===== src/rtl/pmc_pkg.sv =====
// Package for the panel meter compare logic: types and constants.
// Assumes one 50 MHz clock and a synchronous active-high reset.
package pmc_pkg;

  localparam int unsigned VAL_W        = 24;
  localparam int unsigned AVG_DEPTH    = 8;
  localparam int unsigned CLK_MHZ      = 50;
  // Startup compensation time, tenths of a second
  localparam int unsigned STARTUP_DS_W = 8;
  localparam longint unsigned CYC_PER_DS = 64'(CLK_MHZ) * 64'd100000;
  localparam int unsigned STARTUP_CNT_W = 36;

  // Averaging setting codes
  typedef enum logic [1:0] {
    PMC_AVG_OFF = 2'b00,
    PMC_AVG_2   = 2'b01,
    PMC_AVG_4   = 2'b10,
    PMC_AVG_8   = 2'b11
  } pmc_avg_t;

  // Output type codes
  typedef enum logic [1:0] {
    PMC_TYPE_UPPER = 2'b00,
    PMC_TYPE_LOWER = 2'b01,
    PMC_TYPE_BOTH  = 2'b10
  } pmc_otype_t;

  // Display colour codes
  typedef enum logic [1:0] {
    PMC_COL_GREEN    = 2'b00,
    PMC_COL_RED      = 2'b01,
    PMC_COL_GRN_TO_RED = 2'b10,
    PMC_COL_RED_TO_GRN = 2'b11
  } pmc_colour_t;

  // Startup sequence states
  typedef enum logic [1:0] {
    PMC_ST_WAIT = 2'b00,
    PMC_ST_RUN  = 2'b01
  } pmc_state_t;

  // Scaling: disp = ((raw - in_lo) * gain_num >>> shift) + disp_lo
  typedef struct packed {
    logic signed [VAL_W-1:0] in_lo;
    logic signed [15:0]      gain_num;
    logic [4:0]              shift;
    logic signed [VAL_W-1:0] disp_lo;
  } pmc_scale_t;

  // One comparator channel
  typedef struct packed {
    pmc_otype_t              otype;
    logic signed [VAL_W-1:0] upper_sv;
    logic signed [VAL_W-1:0] lower_sv;
    logic [VAL_W-1:0]        hyst;
  } pmc_cmp_cfg_t;

  localparam logic [VAL_W-1:0] ZERO_VAL = 24'h000000;
  localparam logic [STARTUP_CNT_W-1:0] CNT_ZERO = 36'h000000000;

endpackage


===== src/rtl/pmc_avg.sv =====
// Moving average over the last 1, 2, 4 or 8 samples.
// Assumes sample_vld is a one-cycle strobe on mclk.
`timescale 1ns/1ps
module pmc_avg #(
  parameter int unsigned W     = 24,
  parameter int unsigned DEPTH = 8
) (
  // Clock and reset
  input  wire logic                mclk,
  input  wire logic                srst,
  // Setting
  input  wire logic [1:0]          avg_sel,
  // Samples
  input  wire logic                sample_vld,
  input  wire logic signed [W-1:0] sample,
  // Result
  output logic                     mean_vld,
  output logic signed [W-1:0]      mean
);

  logic signed [W-1:0] hist_r [DEPTH];
  logic signed [W+3:0] sum;
  logic signed [W+3:0] shifted;

  // ****************
  // Sample history
  // ****************
  always_ff @(posedge mclk) begin
    if (srst) begin
      for (int i = 0; i < DEPTH; i++) begin
        hist_r[i] <= '0;
      end
    end else if (sample_vld) begin
      hist_r[0] <= sample;
      for (int i = 1; i < DEPTH; i++) begin
        hist_r[i] <= hist_r[i-1];
      end
    end
  end

  // ****************
  // Mean of newest N
  // ****************
  // mean of recent N
  always_comb begin
    sum = (W+4)'(sample);
    for (int i = 1; i < DEPTH; i++) begin
      if (i < (1 << avg_sel)) begin
        sum = sum + (W+4)'(hist_r[i-1]);
      end
    end
  end

  assign shifted = sum >>> avg_sel;

  always_ff @(posedge mclk) begin
    if (srst) begin
      mean     <= '0;
      mean_vld <= 1'b0;
    end else begin
      mean_vld <= sample_vld;
      if (sample_vld) begin
        // Mean counts the arriving sample as the newest
        mean <= shifted[W-1:0];
      end
    end
  end

endmodule


===== src/rtl/pmc_cmp.sv =====
// One comparator channel with output type and hysteresis.
// Assumes the value input is already scaled and zero-shifted; hold acts through eval.
`timescale 1ns/1ps
module pmc_cmp #(
  parameter int unsigned W = 24
) (
  // Clock and reset
  input  wire logic                mclk,
  input  wire logic                srst,
  // Control
  input  wire logic                force_off,
  input  wire logic                eval,
  input  wire pmc_pkg::pmc_cmp_cfg_t cfg,
  input  wire logic signed [W-1:0] value,
  // Result
  output logic                     out_r
);

  logic signed [W+1:0] v;
  logic signed [W+1:0] up;
  logic signed [W+1:0] lo;
  logic signed [W+1:0] hy;
  logic                hi_on;
  logic                hi_hold;
  logic                lo_on;
  logic                lo_hold;
  logic                on_cond;
  logic                hold_cond;
  logic                out_nxt;

  assign v  = (W+2)'(value);
  assign up = (W+2)'(cfg.upper_sv);
  assign lo = (W+2)'(cfg.lower_sv);
  assign hy = (W+2)'({1'b0, cfg.hyst});

  assign hi_on   = v >= up;
  assign hi_hold = v > up - hy;
  assign lo_on   = v <= lo;
  assign lo_hold = v < lo + hy;

  assign on_cond = (cfg.otype == pmc_pkg::PMC_TYPE_UPPER) ? hi_on :
                   (cfg.otype == pmc_pkg::PMC_TYPE_LOWER) ? lo_on :
                   (hi_on | lo_on);
  assign hold_cond = (cfg.otype == pmc_pkg::PMC_TYPE_UPPER) ? hi_hold :
                     (cfg.otype == pmc_pkg::PMC_TYPE_LOWER) ? lo_hold :
                     (hi_hold | lo_hold);

  assign out_nxt = force_off ? 1'b0 :
                   !eval     ? out_r :
                   out_r     ? hold_cond : on_cond;

  always_ff @(posedge mclk) begin
    if (srst) begin
      out_r <= 1'b0;
    end else begin
      out_r <= out_nxt;
    end
  end

endmodule


===== src/rtl/pmc_top.sv =====
// Top of the panel meter compare logic: scaling, averaging, zero shift,
// hold, teaching, startup suppression, two comparators and colour.
// Assumes all inputs synchronous to mclk; key inputs are one-cycle presses.
`timescale 1ns/1ps
module pmc_top #(
  parameter int unsigned W = pmc_pkg::VAL_W
) (
  // Clock and reset
  input  wire logic                            mclk,
  input  wire logic                            srst,
  // Input samples
  input  wire logic                            sample_vld,
  input  wire logic signed [W-1:0]             raw_sample,
  input  wire logic                            pulse_input_sel,
  // Configuration
  input  wire logic [1:0]                      avg_sel,
  input  wire pmc_pkg::pmc_scale_t             scale_cfg,
  input  wire pmc_pkg::pmc_cmp_cfg_t           cmp1_cfg,
  input  wire pmc_pkg::pmc_cmp_cfg_t           cmp2_cfg,
  input  wire logic [1:0]                      colour_sel,
  input  wire logic [pmc_pkg::STARTUP_DS_W-1:0] startup_ds,
  // Protection
  input  wire logic                            key_protect,
  input  wire logic                            zero_protect,
  // Keys and events
  input  wire logic                            up_zero_key,
  input  wire logic                            level_key,
  input  wire logic                            measure_shown,
  input  wire logic                            hold_in,
  input  wire logic                            mode_change,
  input  wire logic                            settings_init,
  // Teaching
  input  wire logic                            teach_req,
  input  wire logic [1:0]                      teach_target,
  // Results
  output logic signed [W-1:0]                  disp_value,
  output logic signed [W-1:0]                  zero_offset,
  output logic                                 zero_active,
  output logic signed [W-1:0]                  teach_value,
  output logic                                 teach_vld,
  output logic [1:0]                           teach_dst,
  output logic                                 level_step,
  output logic                                 first_compare_output,
  output logic                                 second_compare_output,
  output logic                                 first_ind,
  output logic                                 second_ind,
  output logic                                 colour_red,
  output logic                                 startup_done
);

  // ****************
  // Decode helpers
  // ****************
  // Key action allowed only while keys unprotected
  function automatic logic key_gate(input logic key, input logic prot);
    return key & !prot;
  endfunction

  // Red when fixed red, or per comparison result
  function automatic logic colour_is_red(input logic [1:0] sel, input logic hit);
    logic red;
    case (sel)
      pmc_pkg::PMC_COL_RED:        red = 1'b1;
      pmc_pkg::PMC_COL_GRN_TO_RED: red = hit;
      pmc_pkg::PMC_COL_RED_TO_GRN: red = !hit;
      default:                     red = 1'b0;
    endcase
    return red;
  endfunction

  // ****************
  // Scaling
  // ****************
  logic signed [W:0]    diff;
  logic signed [W+16:0] prod;
  logic signed [W+16:0] prod_sh;
  logic signed [W-1:0]  scaled_r;
  logic                 scaled_vld_r;

  assign diff    = (W+1)'(raw_sample) - (W+1)'(scale_cfg.in_lo);
  assign prod    = (W+17)'(diff) * (W+17)'(scale_cfg.gain_num);
  assign prod_sh = prod >>> scale_cfg.shift;

  // Result wraps to W bits; settings keep display in range
  always_ff @(posedge mclk) begin
    if (srst) begin
      scaled_r     <= '0;
      scaled_vld_r <= 1'b0;
    end else begin
      scaled_vld_r <= sample_vld;
      if (sample_vld) begin
        scaled_r <= prod_sh[W-1:0] + scale_cfg.disp_lo;
      end
    end
  end

  // ****************
  // Averaging
  // ****************
  logic                mean_vld;
  logic signed [W-1:0] mean;

  // History keeps shifting while averaging is off
  // selectable averaging
  pmc_avg #(
    .W     (W),
    .DEPTH (pmc_pkg::AVG_DEPTH)
  ) u_avg (
    .mclk       (mclk),
    .srst       (srst),
    .avg_sel    (avg_sel),
    .sample_vld (scaled_vld_r),
    .sample     (scaled_r),
    .mean_vld   (mean_vld),
    .mean       (mean)
  );

  // ****************
  // Forced zero
  // ****************
  logic signed [W-1:0] meas_r;
  logic signed [W-1:0] zero_off_nxt;
  logic                zero_act_nxt;
  logic                zero_press;

  assign zero_press   = key_gate(up_zero_key, key_protect) & measure_shown & !zero_protect;
  assign zero_act_nxt = zero_press ? !zero_active : zero_active;
  assign zero_off_nxt = !zero_press ? zero_offset :
                        zero_active ? '0 : mean;

  // Settings init also drops any zero shift
  always_ff @(posedge mclk) begin
    if (srst || settings_init) begin
      zero_offset <= '0;
      zero_active <= 1'b0;
    end else begin
      zero_offset <= zero_off_nxt;
      zero_active <= zero_act_nxt;
    end
  end

  // ****************
  // Hold
  // ****************
  logic signed [W-1:0] shifted_val;
  logic                fresh;

  // Zero offset and compare use the unfrozen mean
  assign shifted_val = mean - zero_offset;
  assign fresh       = mean_vld & !hold_in;

  always_ff @(posedge mclk) begin
    if (srst) begin
      meas_r <= '0;
    end else if (fresh) begin
      meas_r <= shifted_val;
    end
  end

  assign disp_value = meas_r;

  // ****************
  // Teaching
  // ****************
  logic teach_ok;

  // Captured value is the held display value
  assign teach_ok = key_gate(teach_req, key_protect);

  always_ff @(posedge mclk) begin
    if (srst) begin
      teach_value <= '0;
      teach_vld   <= 1'b0;
      teach_dst   <= 2'b00;
    end else begin
      teach_vld <= teach_ok;
      if (teach_ok) begin
        teach_value <= meas_r;
        teach_dst   <= teach_target;
      end
    end
  end

  assign level_step = key_gate(level_key, key_protect);

  // ****************
  // Startup compensation
  // ****************
  pmc_pkg::pmc_state_t             st_r;
  pmc_pkg::pmc_state_t             st_nxt;
  logic [pmc_pkg::STARTUP_CNT_W-1:0] cnt_r;
  logic [pmc_pkg::STARTUP_CNT_W-1:0] limit;
  logic                             cnt_end;

  assign limit   = pmc_pkg::STARTUP_CNT_W'(64'(startup_ds) * pmc_pkg::CYC_PER_DS);
  assign cnt_end = cnt_r >= limit;

  // Non-pulse input leaves the wait on the first edge
  // suppress until time elapsed
  always_comb begin
    case (st_r)
      pmc_pkg::PMC_ST_WAIT: st_nxt = (cnt_end || !pulse_input_sel) ?
                                     pmc_pkg::PMC_ST_RUN : pmc_pkg::PMC_ST_WAIT;
      pmc_pkg::PMC_ST_RUN:  st_nxt = pmc_pkg::PMC_ST_RUN;
      default:              st_nxt = pmc_pkg::PMC_ST_WAIT;
    endcase
  end

  always_ff @(posedge mclk) begin
    if (srst) begin
      st_r  <= pmc_pkg::PMC_ST_WAIT;
      cnt_r <= pmc_pkg::CNT_ZERO;
    end else begin
      st_r  <= st_nxt;
      if (st_r == pmc_pkg::PMC_ST_WAIT) begin
        cnt_r <= cnt_r + 1'b1;
      end
    end
  end

  assign startup_done = (st_r == pmc_pkg::PMC_ST_RUN);

  // ****************
  // Comparators
  // ****************
  logic force_off;
  logic eval;

  assign force_off = mode_change | settings_init | !startup_done;
  assign eval      = mean_vld & !hold_in;

  // Both channels see the same zero-shifted value and gated strobe
  // two independent channels
  pmc_cmp #(
    .W (W)
  ) u_cmp1 (
    .mclk      (mclk),
    .srst      (srst),
    .force_off (force_off),
    .eval      (eval),
    .cfg       (cmp1_cfg),
    .value     (shifted_val),
    .out_r     (first_compare_output)
  );

  pmc_cmp #(
    .W (W)
  ) u_cmp2 (
    .mclk      (mclk),
    .srst      (srst),
    .force_off (force_off),
    .eval      (eval),
    .cfg       (cmp2_cfg),
    .value     (shifted_val),
    .out_r     (second_compare_output)
  );

  // Indicators follow the outputs directly
  assign first_ind  = first_compare_output;
  assign second_ind = second_compare_output;

  // ****************
  // Display colour
  // ****************
  logic any_on;
  logic red_nxt;

  assign any_on = first_compare_output | second_compare_output;
  assign red_nxt = colour_is_red(colour_sel, any_on);

  always_ff @(posedge mclk) begin
    if (srst) begin
      colour_red <= 1'b0;
    end else begin
      colour_red <= red_nxt;
    end
  end

endmodule


===== config.mk =====
export PLATFORM = sky130hd
export DESIGN_NAME = pmc_top
export DESIGN_NICKNAME = d
export VERILOG_FILES = /design/src/rtl/pmc_pkg.sv /design/src/rtl/pmc_avg.sv /design/src/rtl/pmc_cmp.sv /design/src/rtl/pmc_top.sv
export SDC_FILE = /design/constraint.sdc
export NUM_CORES = 2
export LEC_CHECK = 0
export ABC_AREA = 1
export BUFFER_PORTS_ARGS = -buffer_cell sky130_fd_sc_hd__buf_2
export CORE_UTILIZATION = 39
export DETAILED_ROUTE_END_ITERATION = 16
export PLACE_DENSITY_LB_ADDON = 0.08
export SYNTH_ARGS = -nofsm -noshare
export SYNTH_HDL_FRONTEND = slang
export SYNTH_SLANG_ARGS = --single-unit

===== constraint.sdc =====
create_clock -name mclk -period 23.5 [get_ports mclk]
set_input_delay 7.05 -clock mclk [delete_from_list [all_inputs] [get_ports mclk]]
set_output_delay 7.05 -clock mclk [all_outputs]
set_load 0.03 [all_outputs]

Yosys cells after proc, flatten, opt, wreduce, memory -nomap -nowiden
Memory sizes are Yosys's and may differ from the RTL's.
Index checks and enable logic that the tools add are counted.
{ "totals": {"reg_bits": 167, "latchBits": 0, "ramBits": 192, "mem_bits_ro": 0, "input_bits": 268, "output_inout_bits": 83, "word_cells": 126, "n_memories": 1} }
{ "op_classes": {"addsub": 15, "mul": 2, "n_div": 0, "n_lt_le_gt_ge": 16, "n_eq_ne": 6, "shifts": 3, "mux": 34, "bitwise_logic": 21, "reduce_logical": 13} }
{ "mem_list": {"columns": ["memory", "depth", "width", "read_ports", "rd_ports_with_merged_regs", "write_ports", "line_no", "source"], "rows": [
  ["u_avg.hist_r", 8, 24, 7, 0, 8, "pmc_avg.sv:21", "logic signed [W-1:0] hist_r [DEPTH];"]
]} }
{ "op_table": {"columns": ["cell", "n"], "rows": [
  ["$mux 24", 9],
  ["$mux 28", 7],
  ["$add 28x24->28", 6],
  ["$lt 4x32->1 const A", 4],
  ["$lt 3x32->1 const A", 2],
  ["$add 24x25->26", 2],
  ["$gt 24x26->1", 2],
  ["$lt 24x26->1", 2],
  ["$sub 24x25->26", 2],
  ["$ge 24x24->1", 2],
  ["$le 24x24->1", 2],
  ["$mul 25x16->41", 1],
  ["$sshr 41x5->24", 1],
  ["$add 36x1->36 const B", 1],
  ["$ge 36x31->1", 1],
  ["$lt 2x32->1 const A", 1],
  ["$shl 1x2->32 const A", 1],
  ["$sshr 28x2->24", 1],
  ["$add 24x24->25", 1],
  ["$mul 8x17->25 const B", 1],
  ["$sub 24x24->25", 1],
  ["$add 24x24->24", 1],
  ["$sub 24x24->24", 1],
  ["$mux 1", 16],
  ["10 further kinds", 42]
]} }

Depth between registers and ports, before layout
{ "depth": {"depth_word": 16, "mapped_depth": 73, "depth_no_buf": 73} }

Cells and area by module
From an unflattened synthesis, not the netlist that was laid out.
{ "hier_totals": {"hier_cells": 8141, "hier_area_um2": 56726.9} }
{ "by_module_without_submodules": {"columns": ["mod", "instances", "cells_per_inst", "area_each_um2", "seq_area_each_um2"], "rows": [
  ["pmc_top", 1, 3938, 28169.5, 2782.7],
  ["pmc_avg", 1, 2505, 18057.3, 5545.3],
  ["pmc_cmp", 2, 849, 5250.0, 20.0]
]} }

Worst setup path after synthesis
OpenSTA, ideal clock, no wires.
{ "synth_path": {"path_type": "input to register", "from": "in raw_sample[0]", "to": "reg scaled_r[20]", "setup_time_ns": 0.109, "t_arrival_ns": 16.259, "required_ns": 23.391, "slack_ns": 7.132, "cell_stages": 58, "n_path_buf": 1, "path_cell_list": "inv_1 -> ha_1 -> inv_1 -> fa_1 -> nand2_1 -> inv_1 -> nand2_1 -> nand2_1 -> a21oi_2 -> o21ai_2 -> a31oi_1 -> o21ai_0 -> xor2_1 -> inv_1 -> clkbuf_1 -> nor2_1 -> fa_1 -> inv_1 -> (+22 left out) -> nand2_1 -> ha_1 -> fa_1 -> nand3_1 -> nand2_1 -> nand3_1 -> nand2_1 -> a21oi_1 -> o21ai_1 -> a21oi_1 -> o21ai_2 -> a21oi_1 -> o21ai_2 -> a21oi_1 -> or2_1 -> nand3_1 -> nand2_1 -> inv_1"} }
{ "synth_via": {"elab_chain_cells": 4} }
{ "synth_rtl": {"columns": ["element", "line_no", "source"], "rows": [
  ["start, declared", "pmc_top.sv:13", "input wire logic signed [W-1:0] raw_sample,"],
  ["$sub 24x24->25", "pmc_top.sv:80", "assign diff = (W+1)'(raw_sample) - (W+1)'(scale_cfg.in_lo);"],
  ["$mul 25x16->41", "pmc_top.sv:81", "assign prod = (W+17)'(diff) * (W+17)'(scale_cfg.gain_num);"],
  ["$sshr 41x5->24", "pmc_top.sv:82", "assign prod_sh = prod >>> scale_cfg.shift;"],
  ["$add 24x24->24", "pmc_top.sv:92", "scaled_r <= prod_sh[W-1:0] + scale_cfg.disp_lo;"],
  ["end signal, assigned", "pmc_top.sv:92", null],
  ["end, declared", "pmc_top.sv:77", "logic signed [W-1:0] scaled_r;"]
]} }
Every way passes these cells.
A chain may end at the register's enable or synchronous reset.

Worst setup path after layout
{ "layout_path": {"from": "in avg_sel[0]", "to": "reg u_avg.mean[23]"} }
{ "layout_via": {"elab_chain_cells": 16, "word_cells_on_any_way": 22, "cone_classes": "6 x add/sub; 7 x order compare; 2 x shift; 7 x mux"} }
{ "layout_rtl": {"columns": ["element", "line_no", "source"], "rows": [
  ["start, declared", "pmc_top.sv:16", "input wire logic [1:0] avg_sel,"],
  ["$shl 1x2->32", "pmc_avg.sv:48", "if (i < (1 << avg_sel)) begin"],
  ["$lt 2x32->1", "pmc_avg.sv:48", null],
  ["$mux 28", "pmc_avg.sv:48", null],
  ["$add 28x24->28", "pmc_avg.sv:49", "sum = sum + (W+4)'(hist_r[i-1]);"],
  ["$mux 28", "pmc_avg.sv:48", null],
  ["$add 28x24->28", "pmc_avg.sv:49", null],
  ["$mux 28", "pmc_avg.sv:48", null],
  ["$add 28x24->28", "pmc_avg.sv:49", null],
  ["$mux 28", "pmc_avg.sv:48", null],
  ["$add 28x24->28", "pmc_avg.sv:49", null],
  ["$mux 28", "pmc_avg.sv:48", null],
  ["$add 28x24->28", "pmc_avg.sv:49", null],
  ["$mux 28", "pmc_avg.sv:48", null],
  ["$add 28x24->28", "pmc_avg.sv:49", null],
  ["$mux 28", "pmc_avg.sv:48", null],
  ["$sshr 28x2->24 *", "pmc_avg.sv:54", "assign shifted = sum >>> avg_sel;"],
  ["end signal, assigned", "pmc_avg.sv:64", "mean <= shifted[W-1:0];"],
  ["end, declared", "pmc_avg.sv:18", "output logic signed [W-1:0] mean"]
]} }
Mark *: on every way between the ends. The rest lies on a longest branch, timed or not.

==> results summary <==
The flow ran to the end, and the final reports show no timing, DRC or antenna violations. The largest fanout on the critical path came out at 29. The full die area came out at 0.144 mm^2. The post-route DRC violation count came out at 0.

The detailed-route vias per instance came out at 5.07. The placer's final routability congestion estimate is approximately 0.95. The count of unique library cells instantiated by Yosys is 69. The die height came out at roughly 380 um. Setup repair after global routing left no endpoint under its margin. The number of violations of the max-capacitance limit came out at 0.

The endpoint arrival time on the critical path came out at 18.84 ns. The clock edge transition at the registers on the reported setup and hold paths came out at 0.06 ns. The setup total negative slack came out at 0 ns. The async set or reset register ratio after synthesis came out at 0. The startpoint type of the worst setup path is a primary input. Among all flip-flop cells after synthesis, the most frequent one is sky130_fd_sc_hd__edfxtp_1. The routed wire length per instance came out at 17.7 um. In the post-route analysis, the smallest setup slack over all paths is 5.12 ns. In this run, synthesis inferred between 150 and 200 flip-flops with an integrated enable. The number of warnings printed during yosys synthesis came out at 0. Prior to clock tree synthesis, the placed netlist has a worst setup slack of 4.63 ns. Sorting the synthesized cells by how often they occur yields 1,517 x sky130_fd_sc_hd__inv_1, 1,141 x sky130_fd_sc_hd__nand2_1, 974 x sky130_fd_sc_hd__nor2_1, 745 x sky130_fd_sc_hd__ha_1, 634 x sky130_fd_sc_hd__a21oi_1.

Clock tree synthesis selected as its root buffer the cell sky130_fd_sc_hd__clkbuf_16. The total area inside the core boundary comes to 0.140 mm^2. The die width is around 380 um. The cell area that synthesis handed to floorplanning was 0.0554 mm^2. The post-detailed-routing wire length is about 180 mm. The final setup violation count is 0. The endpoint identified for the worst register-to-register timing path is u_avg.mean[20]. The number of design-rule violations left by the first detailed-router iteration is 3,279.

In the final layout, the share of cells above drive strength 1 is 0.0786. The synthesized netlist net count is 9,230. The quantity of gates resized following cts came out at 0. Static timing analysis puts the maximum clock frequency at 54.4 MHz.

The fraction of post-synthesis cell area in the top cell type by area came out at 0.168. The worst path needs 18.38 ns of the cycle, external delays included. Summed over all instances, the cell type with the most area after synthesis is sky130_fd_sc_hd__ha_1. The critical path is of the in -> reg type. The synthesized area per cell is 7.11 um^2.

The count of buffers from port buffering came out at 350. The vias after detailed routing came out at 50.5k. The final period utilization is 0.782. Buffers inserted to repair hold after CTS numbered 0.

The total of fill cells in the finished design came out at 14.8k. The delay of the slowest critical-path stage is between 0.7 and 0.8 ns. The floorplan has 137 rows.

By area the synthesized netlist is led by sky130_fd_sc_hd__ha_1 17%, sky130_fd_sc_hd__fa_1 15%, sky130_fd_sc_hd__inv_1 10%. TritonCTS built the clock tree. For hold timing, the worst endpoint is cnt_r[35]. The initial utilization of the core area, before any placement, comes to 0.395. In the post-synthesis netlist, the cell with the most instances is sky130_fd_sc_hd__inv_1.

Synthesis handed over a netlist of 7,794 instances. In this run the remaining antenna-violating nets after routing total 0. In the final design database the tool counted 9,479 nets. The via count of the first global-routing pass came out at 50.1k. After legalization and detailed placement, the total HPWL measured 149 mm.

The aggregate global-route resource usage came out at 0.245. The H-tree was split into 2 levels. The post-synthesis sequential area ratio is 0.151. The flip-flop and latch count after synthesis is 334. The number of cell instances on the worst register-to-register path is 64. The number of placed I/O pins is 351. The first global-routing pass estimated 278 mm of wire. Relative to the synthesized area, the layout overhead comes to 9.26%. The hold path depth is 2. The final count of pins violating max slew is 0. The setup clock skew after layout came out at 0.0223 ns.

The headroom to the max-slew limit came out at 0.303. The detailed-routing iteration count for the pre-antenna-repair pass is 5. The startpoint identified for the worst register-to-register timing path is u_avg.hist_r[0][2]. The initial antenna violation count came out at 23. The maximum number of pins on one net before global-route repair is 85.

The maximum count of clock buffers along a single path came out at 3. The class of the tightest hold or removal check is reg -> reg. The transition time of the tightest slew-check pin is 1.05 ns. The remaining global-route overflow came out at 0.

The slowest cell on the critical path is sky130_fd_sc_hd__nor2_1. The worst reg-to-reg setup slack is approximately 12 ns. The TritonCTS buffer count came out at 41.

Clock tree synthesis found a total of around 330 sinks. In this run the post-CTS setup repair buffer count came out at 0. The number of failing hold endpoints at the final stage came to 0.

The source of the worst hold timing path is cnt_r[35]. The clock insertion delay at the later pin of the skew report is 0.58 ns. The required time of the worst setup path came out at 23.96 ns. The worst setup path is captured at a flop.
==> worst max-delay path: cells and delay by family <==
| family | cells | cell delay [ns] |
|---|---|---|
| AOI/OAI and AO/OA | 21 | 4.17 |
| and+or+nand+nor | 27 | 3.87 |
| adders and majority gates | 6 | 2.04 |
| buffers and inverters | 8 | 1.14 |
| xor gates and xnor gates | 3 | 0.54 |
==> state kept, by name (all words and copies together) (netlist names) <==
signal          flops
cnt_r              36
teach_vld           1
zero_active         1
u_cmp2.out_r        1
zero_offset        24
u_avg.mean         24
st_r                1
scaled_vld_r        1
teach_dst           2
u_avg.mean_vld      1
teach_value        24
scaled_r           24
u_cmp1.out_r        1
u_avg.hist_r      168
disp_value         24
colour_red          1
==> final cells by class <==
cell class / count / area, um^2 / share of cell area
multi-input cells: 5729 / 40500 / 0.669
flip-flops and latches: 334 / 8370 / 0.138
inverters: 1541 / 5790 / 0.0956
well taps: 1876 / 2350 / 0.0388
repair buffers: 396 / 2100 / 0.0347
clock buffers: 57 / 1240 / 0.0205
clock inverters: 18 / 185 / 0.00306
diodes: 8 / 20.0 / 0.000331
==> metal layers <==
layer  track usage  part of all wire  vias to the layer above
li1              -                 -                    25700
met1         0.345              0.48                    23500
met2         0.411              0.46                     1128
met3        0.0219             0.045                      163
met4        0.0427             0.016                        6
met5             0           0.00023                        -
==> cell families after synthesis <==
logic type | synth area share
compound gates | 0.142
xor+xnor | 0.0475
fa+ha+maj | 0.321
buf+inv | 0.119
flops | 0.151
mux | 0.00181
simple gates | 0.218
==> worst max-delay path by stage <==
stage / start / slack, ns / to / cells past startpoint
2_1_floorplan: raw_sample[0] / 7.13 / scaled_r[20] / 58
3_3_place_gp: avg_sel[0] / 4.94 / u_avg.mean[22] / 62
3_5_place_dp: avg_sel[0] / 4.63 / u_avg.mean[22] / 62
4_1_cts: avg_sel[0] / 5.21 / u_avg.mean[22] / 62
5_1_grt: avg_sel[0] / 3.88 / u_avg.mean[22] / 62
6_report: avg_sel[0] / 5.12 / u_avg.mean[23] / 65
==> per-stage QoR <==
step	cell area, um^2	instances	hold slack [ns]	utilization
4_1_cts	60500	9951	0.486	0.432
2_1_floorplan	55400	7794	0.439	-
3_3_place_gp	59100	9876	0.464	0.422
5_1_grt	60600	9959	0.513	0.432
6_report	60600	9959	0.486	0.432
3_5_place_dp	59100	9876	0.472	0.422
==> cell usage in the layout (no fill, tap or decap), drive strengths merged, types with 72 or more instances in the layout <==
| cell | instances |
|---|---|
| edfxtp | 168 |
| nand4 | 72 |
| xnor2 | 114 |
| inv | 1533 |
| nand3 | 456 |
| nor3 | 77 |
| buf | 396 |
| ha | 745 |
| a21oi | 650 |
| nand2 | 1160 |
| fa | 423 |
| xor2 | 185 |
| nor2 | 987 |
| o21ai | 405 |
| dfxtp | 166 |
Power is left out: the tool's default activity adds up to more than one toggle a clock period on the data nets, which glitch-free logic cannot reach.
